==> config.mk <==
export PLATFORM = sky130hd
export DESIGN_NAME = flash_driver_status_regs
export DESIGN_NICKNAME = d
export VERILOG_FILES = /design/src/logic/flash_status_pkg.sv /design/src/logic/flash_driver_status_regs.sv
export VERILOG_INCLUDE_DIRS = /design/src /design/src/logic
export SDC_FILE = /design/constraint.sdc
export NUM_CORES = 1
export LEC_CHECK = 0
export ABC_AREA = 0
export ABC_CLOCK_PERIOD_IN_PS = 3250
export BUFFER_PORTS_ARGS = -buffer_cell sky130_fd_sc_hd__buf_2
export CORE_ASPECT_RATIO = 0.8
export CORE_MARGIN = 5
export CORE_UTILIZATION = 54
export DETAILED_ROUTE_END_ITERATION = 10
export HOLD_SLACK_MARGIN = 0.12
export PLACE_DENSITY = 0.76
export REMOVE_ABC_BUFFERS = 1
export SYNTH_ARGS = -nofsm -noshare
export SYNTH_HDL_FRONTEND = slang
export SYNTH_SLANG_ARGS = --single-unit
==> constraint.sdc <==
create_clock -name i_clk -period 3.25 [get_ports i_clk]
set_clock_uncertainty 0.2 [all_clocks]
set_input_delay 0.8125 -clock i_clk [delete_from_list [all_inputs] [get_ports i_clk]]
set_output_delay 0.8125 -clock i_clk [all_outputs]
set_load 0.03 [all_outputs]
==> src/logic/flash_status_cfg.svh <==
// Offsets, field positions, reset values and timing of the status bank.
`ifndef FLASH_STATUS_CFG_SVH
`define FLASH_STATUS_CFG_SVH

// ============================================================
// Register offsets
`define OFS_LOW_BATT_TIMER_CFG 8'h0e
`define OFS_WATCHDOG_RESTART   8'h16
`define OFS_FAULT_STATUS       8'h17
`define OFS_EVENT_STATUS       8'h18
`define OFS_DIE_TYPE_ID        8'h1a

// ============================================================
// Field positions
`define POS_THERM_SHORT   7
`define POS_TX_BLANK      6
`define POS_POWER_GOOD    5
`define POS_DIE_OVERTEMP  4
`define POS_THERM_TRIP    3
`define POS_IND_LED       2
`define POS_FLASH_LED_B   1
`define POS_FLASH_LED_A   0
`define POS_LB_REDUCE     7
`define POS_BLANK_ILIM    6
`define POS_WDT_RESTART   0
`define LB_TIME_MSB       1
`define LB_TIME_LSB       0

// ============================================================
// Reset values
`define RST_LOW_BATT_TIMER 2'h0
`define RST_WATCHDOG       1'h0
`define RST_STATUS         8'h00

// ============================================================
// Timing
`define CLK_PERIOD_NS     8.0
`define LB_TIME_SHORT_MS  0.250
`define LB_TIME_LONG_MS   0.500
`define LB_CODE_SHORT     2'h0
`define LB_CODE_LONG      2'h1

`endif

==> src/logic/flash_status_pkg.sv <==
// Types shared by the flash driver status register bank.
package flash_status_pkg;

	// ============================================================
	// Raw fault and event conditions from the analog detectors.
	typedef struct packed {
		logic therm_short;
		logic tx_blank_pin;
		logic power_good_fault;
		logic die_overtemp;
		logic therm_trip;
		logic ind_led_fault;
		logic flash_led_b_fault;
		logic flash_led_a_fault;
		logic low_batt_reduce;
		logic blank_current_limit;
	} fault_in_s;

	// Low-battery reset timer states.
	typedef enum logic [1:0] {
		LB_IDLE = 2'b01,
		LB_HOLD = 2'b10
	} lb_state_e;

endpackage : flash_status_pkg

==> src/logic/flash_driver_status_regs.sv <==
// Status, watchdog restart, timer setting and die type register bank.
`timescale 1ns/100ps
`include "flash_status_cfg.svh"
// Function
// - Two-bit low-battery reset time, 0.25/0.5 ms
// - Writing one restarts watchdog, bit self-clears
// - Fault bit 7 flags thermistor input short
// - Fault bit 6 flags transmit blanking event
// - Fault bit 5 flags power-good window exit
// - Fault bit 4 flags die over-temperature
// - Fault bit 3 flags thermistor threshold trip
// - Fault bits 2:0 flag LED open/short
// - Flags latch, clear on read, re-set
// - Event bit 7 flags low-battery reduction
// - Event bit 6 flags blanking current limit
// - Read-only fixed two-digit BCD die type
// - Low-battery logic acts only when enabled
// - Blanking input gated by enable, polarity

module flash_driver_status_regs
	import flash_status_pkg::*;
#(
	parameter int unsigned LB_CNT_W        = 16,
	parameter int unsigned LB_SHORT_CYCLES =
		int'($ceil(`LB_TIME_SHORT_MS * 1.0e6 / `CLK_PERIOD_NS)),
	parameter int unsigned LB_LONG_CYCLES  =
		int'($ceil(`LB_TIME_LONG_MS * 1.0e6 / `CLK_PERIOD_NS)),
	// Die type code; the value is arbitrary.
	parameter logic [7:0]  DIE_TYPE_ID     = 8'h42
) (
	// Clock, reset and clock enable.
	input  wire logic        i_clk,
	input  wire logic        i_rst,
	input  wire logic        i_ce,
	// Register port from the serial bus engine.
	input  wire logic        i_reg_wr,
	input  wire logic        i_reg_rd,
	input  wire logic [7:0]  i_reg_addr,
	input  wire logic [7:0]  i_reg_wdata,
	output logic      [7:0]  o_reg_rdata,
	output logic             o_reg_rvalid,
	// Settings held in neighbouring control registers.
	input  wire logic        i_low_batt_func_enable,
	input  wire logic        i_tx_blank_input_enable,
	input  wire logic        i_tx_blank_polarity,
	// Raw detector conditions, asynchronous.
	input  wire fault_in_s   i_fault_raw,
	// Controls toward the converter logic.
	output logic             o_watchdog_restart,
	output logic      [1:0]  o_low_batt_reset_time,
	output logic             o_low_batt_reduce_active
);

	// ============================================================
	// Decode

	// True when an access hits the given register offset.
	function automatic logic hit(input logic [7:0] addr,
		input logic [7:0] ofs);
		hit = (addr == ofs);
	endfunction : hit

	logic wr_timer;
	logic wr_wdt;
	logic rd_fault;
	logic rd_event;

	// Write strobes for the timer and watchdog registers, read strobes for the two status registers.
	assign wr_timer = i_reg_wr && hit(i_reg_addr, `OFS_LOW_BATT_TIMER_CFG);
	assign wr_wdt   = i_reg_wr && hit(i_reg_addr, `OFS_WATCHDOG_RESTART);
	assign rd_fault = i_reg_rd && hit(i_reg_addr, `OFS_FAULT_STATUS);
	assign rd_event = i_reg_rd && hit(i_reg_addr, `OFS_EVENT_STATUS);

	// ============================================================
	// Input synchroniser

	fault_in_s sync_a_reg;
	fault_in_s sync_b_reg;

	// Two flip-flops ahead of any use of the detector levels.
	always_ff @(posedge i_clk) begin
		if (i_rst) begin
			sync_a_reg <= '0;
			sync_b_reg <= '0;
		end else if (i_ce) begin
			sync_a_reg <= i_fault_raw;
			sync_b_reg <= sync_a_reg;
		end
	end

	// ============================================================
	// Condition qualification

	logic blank_active;
	logic lb_trigger;
	logic [7:0] fault_cond;
	logic [7:0] event_cond;

	// Blanking counts only when enabled, at the selected level.
	assign blank_active = i_tx_blank_input_enable &&
		(sync_b_reg.tx_blank_pin == i_tx_blank_polarity);
	// Reduction is only recognised with the low-battery function on.
	assign lb_trigger = i_low_batt_func_enable &&
		sync_b_reg.low_batt_reduce;

	// Fault status conditions, one per bit.
	always_comb begin
		fault_cond = 8'h00;
		fault_cond[`POS_THERM_SHORT]  = sync_b_reg.therm_short;
		fault_cond[`POS_TX_BLANK]     = blank_active;
		fault_cond[`POS_POWER_GOOD]   = sync_b_reg.power_good_fault;
		fault_cond[`POS_DIE_OVERTEMP] = sync_b_reg.die_overtemp;
		fault_cond[`POS_THERM_TRIP]   = sync_b_reg.therm_trip;
		fault_cond[`POS_IND_LED]      = sync_b_reg.ind_led_fault;
		fault_cond[`POS_FLASH_LED_B]  = sync_b_reg.flash_led_b_fault;
		fault_cond[`POS_FLASH_LED_A]  = sync_b_reg.flash_led_a_fault;
	end

	// Event status conditions; the unused bits stay zero.
	always_comb begin
		event_cond = 8'h00;
		event_cond[`POS_LB_REDUCE]  = lb_trigger;
		event_cond[`POS_BLANK_ILIM] = blank_active &&
			sync_b_reg.blank_current_limit;
	end

	// ============================================================
	// Sticky status flags

	logic [7:0] fault_reg;
	logic [7:0] event_reg;

	// A read clears the flags, but a live condition sets them again.
	always_ff @(posedge i_clk) begin
		if (i_rst) begin
			fault_reg <= `RST_STATUS;
		end else if (i_ce) begin
			fault_reg <= (fault_reg & ~{8{rd_fault}}) | fault_cond;
		end
	end

	// Same latch and clear-on-read behaviour for the event flags.
	always_ff @(posedge i_clk) begin
		if (i_rst) begin
			event_reg <= `RST_STATUS;
		end else if (i_ce) begin
			event_reg <= (event_reg & ~{8{rd_event}}) | event_cond;
		end
	end

	// ============================================================
	// Writable registers

	logic wdt_bit_reg;

	// Only the timer field is stored; upper bits are dropped.
	always_ff @(posedge i_clk) begin
		if (i_rst) begin
			o_low_batt_reset_time <= `RST_LOW_BATT_TIMER;
		end else if (i_ce && wr_timer) begin
			o_low_batt_reset_time <=
				i_reg_wdata[`LB_TIME_MSB:`LB_TIME_LSB];
		end
	end

	// The restart bit stands one cycle, then clears; the restart pulse follows it one cycle later.
	always_ff @(posedge i_clk) begin
		if (i_rst) begin
			wdt_bit_reg        <= `RST_WATCHDOG;
			o_watchdog_restart <= 1'b0;
		end else if (i_ce) begin
			wdt_bit_reg        <= wr_wdt && i_reg_wdata[`POS_WDT_RESTART];
			o_watchdog_restart <= wdt_bit_reg;
		end
	end

	// ============================================================
	// Low-battery reset timer

	lb_state_e           lb_state_reg;
	logic [LB_CNT_W-1:0] lb_cnt_reg;
	logic [LB_CNT_W-1:0] lb_load;

	// Reserved codes fall back to the short time.
	assign lb_load = (o_low_batt_reset_time == `LB_CODE_LONG) ?
		LB_CNT_W'(LB_LONG_CYCLES - 1) :
		LB_CNT_W'(LB_SHORT_CYCLES - 1);

	// Holds reduction active for the set time after the last trigger.
	always_ff @(posedge i_clk) begin
		if (i_rst) begin
			lb_state_reg <= LB_IDLE;
			lb_cnt_reg   <= '0;
		end else if (i_ce) begin
			if (!i_low_batt_func_enable) begin
				lb_state_reg <= LB_IDLE;
				lb_cnt_reg   <= '0;
			end else if (lb_trigger) begin
				lb_state_reg <= LB_HOLD;
				lb_cnt_reg   <= lb_load;
			end else begin
				case (lb_state_reg)
					LB_IDLE: begin
						lb_cnt_reg <= '0;
					end
					LB_HOLD: begin
						if (lb_cnt_reg == '0) begin
							lb_state_reg <= LB_IDLE;
						end else begin
							lb_cnt_reg <= lb_cnt_reg - 1'b1;
						end
					end
					default: begin
						lb_state_reg <= LB_IDLE;
						lb_cnt_reg   <= '0;
					end
				endcase
			end
		end
	end

	// Reduction output follows the timer state, one cycle later.
	always_ff @(posedge i_clk) begin
		if (i_rst) begin
			o_low_batt_reduce_active <= 1'b0;
		end else if (i_ce) begin
			o_low_batt_reduce_active <= (lb_state_reg == LB_HOLD);
		end
	end

	// ============================================================
	// Read data

	// Registered read answer; unmapped offsets read zero.
	always_ff @(posedge i_clk) begin
		if (i_rst) begin
			o_reg_rdata  <= 8'h00;
			o_reg_rvalid <= 1'b0;
		end else if (i_ce) begin
			o_reg_rvalid <= i_reg_rd;
			if (i_reg_rd) begin
				if (hit(i_reg_addr, `OFS_LOW_BATT_TIMER_CFG)) begin
					o_reg_rdata <= {6'h00, o_low_batt_reset_time};
				end else if (hit(i_reg_addr, `OFS_WATCHDOG_RESTART)) begin
					o_reg_rdata <= {7'h00, wdt_bit_reg};
				end else if (rd_fault) begin
					o_reg_rdata <= fault_reg;
				end else if (rd_event) begin
					o_reg_rdata <= event_reg;
				end else if (hit(i_reg_addr, `OFS_DIE_TYPE_ID)) begin
					o_reg_rdata <= DIE_TYPE_ID;
				end else begin
					o_reg_rdata <= 8'h00;
				end
			end
		end
	end

endmodule : flash_driver_status_regs

==> flow_summary.toml <==
[outcome]
outcome = "completed"

[grt]
grt_pass1_wl_um = 11800
grt_pass1_vias = 2438
busiest_layer = "met2"
grt_use_met2_pct = 29.7
grtUsageTotal_pct = 20.2
grt_overflow = 0
grt_max_degree = 33
antenna_found_initial = 0
met1_usage_pct = 28.4
met3_usage_pct = 7.24

[placement]
hpwl_um = 4950
port_buffers = 40
preCtsSetupSlack_ns = 0.533
gp_congestion = 0.896

[synth]
yosys_warnings = 0
ys_ff_latch = 68
syn_area_um2 = 3050
ys.flop_type = "dfxtp_1"
synthCells = 336
ys_seq_area_share_pct = 44.7
async_flop_share_pct = 0
avgSynthCellArea_um2 = 9.06
synth.distinct_cells = 59
synth_edf_count = 0

[sta]
slew_headroom_pct = 47.8
setup_viol = 0
worst_slack_ns = 0.617
worst_pin_slew_ns = 0.777
period_needed_ns = 2.63
rsz0062_at_grt = "false"
max_freq_mhz = 380
drv_slew = 0
period_share_pct = 81.0
setup_tns_ns = 0
hold_viol_final = 0

[worst_setup_path]
path_cells = "inv_1 -> ha_1 -> or4b_4 -> or3_1 -> o21a_1 -> a22oi_1 -> a211oi_1"
startpoint_type = "flop"
r2r_cells = 7
path_delay_family = "simple AND/OR/NAND/NOR gates"
worstSetupEndpointType = "flop"
crit_cells = 7
reg2reg_to = "lb_cnt_reg[13]$_SDFFE_PP0P_"
critPathSlowestCell = "or4b_4"
cp_data_required_time_ns = 3.28
worstPathMaxFanout = 11
worstSetupPathType = "flop to flop"
worstReg2RegStart = "lb_cnt_reg[0]$_SDFFE_PP0P_"
cp.arrival_ns = 2.66
crit_buf_inv = 1
cpPeakStageDelay_ns = 0.51
reg2reg_slack_ns = 0.62

[finish]
diodes = 0
fillers = 469
area_growth_pct = 15.0
multiInputGateArea_um2 = 1560
nets = 411
final_common_cell = "dfxtp_1"
layout_common_cells = "68 x dfxtp_1, 43 x nor2_1, 40 x buf_2"
largest_register_ff_count = 16
drive_gt1_share_pct = 18.9
seqCellArea_um2 = 1360

[floorplanning]
core_um2 = 5470
start_util_pct = 55.7
design.portCount = 47
dieArea_um2 = 7250
row_count = 24
fp.dieH_um = 77.2
die_w_um = 94.0

[worst_hold_path]
worstHoldStart = "o_reg_rdata[6]$_SDFFE_PP0P_"
holdPathStages = 2
worstHoldEndpoint = "o_reg_rdata[6]$_SDFFE_PP0P_"
min-delay-path-class = "flop to flop"

[routing]
wl_per_cell_um = 15.2
postRouteAntennaNets = 0
route.detailed.drc = 0
via_per_inst = 5.77
drt-total-wl_um = 6980
drt_iter0_drc = 141
first_pass_iters = 4
vias = 2650

[power_and_ir_drop]
p_total_mw = 1.69
p_clk_share_pct = 37.7
power_density_nw_per_um2 = 481
p_int_mw = 1.21
sequentialPowerShare_pct = 51.6
comb_power_share_pct = 10.6
cellLeakagePower_nw = 1.41
switching_power_mw = 0.474
power_switching_share_pct = 28.1
vdd_drop_max_uv = 346

[job]
max-cap-violations = 0

[clock_tree]
cts_tree = "yes"
clk_pin_slew_ns = 0.08
postCtsSetupBuffers = 0
clk_latency_ns = 0.35
cts_root_buf = "clkbuf_8"
clock_path_buffers = 2
numCtsBuffers = 9
clkSinkCount = 68
cts_resized = 0
htreeDepth = 3
cts_hold_buf = 0
## metrics by stage
step	cells	cell area, um2	util (%)	hold slack [ns]
after floorplan	318	2970	-	0.221
after global placement	443	3320	60.7	0.243
after detailed placement	443	3320	60.7	0.245
after CTS	459	3500	64.1	0.268
after global routing	459	3500	64.1	0.299
final	459	3500	64.1	0.263
## kinds of logic (layout without fill, tap and decap cells)
kind of cell	after synthesis	count (layout)	share of synthesized area, %
buffers and inverters	31	76	4.15
AND/OR/NAND/NOR	125	125	22.3
multiplexers	24	24	7.89
AO/OA/AOI/OAI	77	77	17.7
XOR/XNOR	10	10	2.88
adder cells (fa/ha/maj)	1	1	0.411
flip-flops	68	68	44.7
## power by group through the flow
stage	combinational, mW	sequential [mW]	clock, mW
6_report	0.179	0.870	0.636
5_1_grt	0.199	0.873	0.686
4_1_cts	0.178	0.869	0.652
3_5_place_dp	0.177	0.889	0
3_3_place_gp	0.173	0.889	0
2_1_floorplan	0.101	0.888	0
## routing by layer
layer	wire, um	up-vias
met4	44	0
met5	0	-
met2	3010	99
met3	604	5
met1	3320	1233
li1	-	1313
## synthesized netlist by cell type (2+ instances only)
master,number,area share (%)
a211oi_1,2,0.49
a21oi_1,20,3.3
a22o_1,11,3.2
a22oi_1,9,2.2
a31oi_1,5,1.0
and2_1,8,1.6
and3_1,2,0.41
buf_1,6,0.74
buf_2,2,0.33
clkbuf_1,9,1.1
dfxtp_1,68,45
inv_1,12,1.5
mux2i_1,24,7.9
nand2_1,19,2.3
nand2b_1,3,0.62
nand3_1,6,0.99
nand4_1,5,1.0
nand4bb_1,2,0.74
nor2_1,43,5.3
nor2b_1,2,0.41
nor3_1,6,0.99
nor3_2,2,0.66
nor4_1,7,1.4
nor4b_1,3,0.86
o2111ai_1,3,0.86
o211ai_1,3,0.74
o21ai_0,8,1.3
o221ai_1,2,0.58
o32ai_1,2,0.58
or3_1,4,0.82
or4_4,2,0.74
xnor2_1,3,0.86
xor2_1,7,2.0
## worst min-delay path, cell delays in order, from the launching register on
cell and delay, ns:
dfxtp_1 0.33, nand2_1 0.05, o21ai_0 0.06
## worst max-delay path by stage
stage	start	endpoint	slack [ns]
finish	lb_cnt_reg[0]$_SDFFE_PP0P_	lb_cnt_reg[13]$_SDFFE_PP0P_	0.62
global route	lb_cnt_reg[0]$_SDFFE_PP0P_	lb_cnt_reg[12]$_SDFFE_PP0P_	0.47
CTS	lb_cnt_reg[0]$_SDFFE_PP0P_	lb_cnt_reg[13]$_SDFFE_PP0P_	0.63
detailed placement	i_reg_addr[5]	fault_reg[7]$_SDFFE_PP0P_	0.53
global placement	i_low_batt_func_enable	lb_cnt_reg[13]$_SDFFE_PP0P_	0.57
floorplan	i_reg_addr[5]	fault_reg[0]$_SDFFE_PP0P_	0.71
## layout make-up
cell class / count / area share (%)
Clock buffer: 9 / 3.54
Clock inverter: 7 / 1.68
Inverter: 13 / 1.39
Multi-Input combinational cell: 237 / 44.5
Sequential cell: 68 / 38.9
Tap cell: 78 / 2.79
Timing Repair Buffer: 47 / 7.22
(Power assumes the default switching activity.)
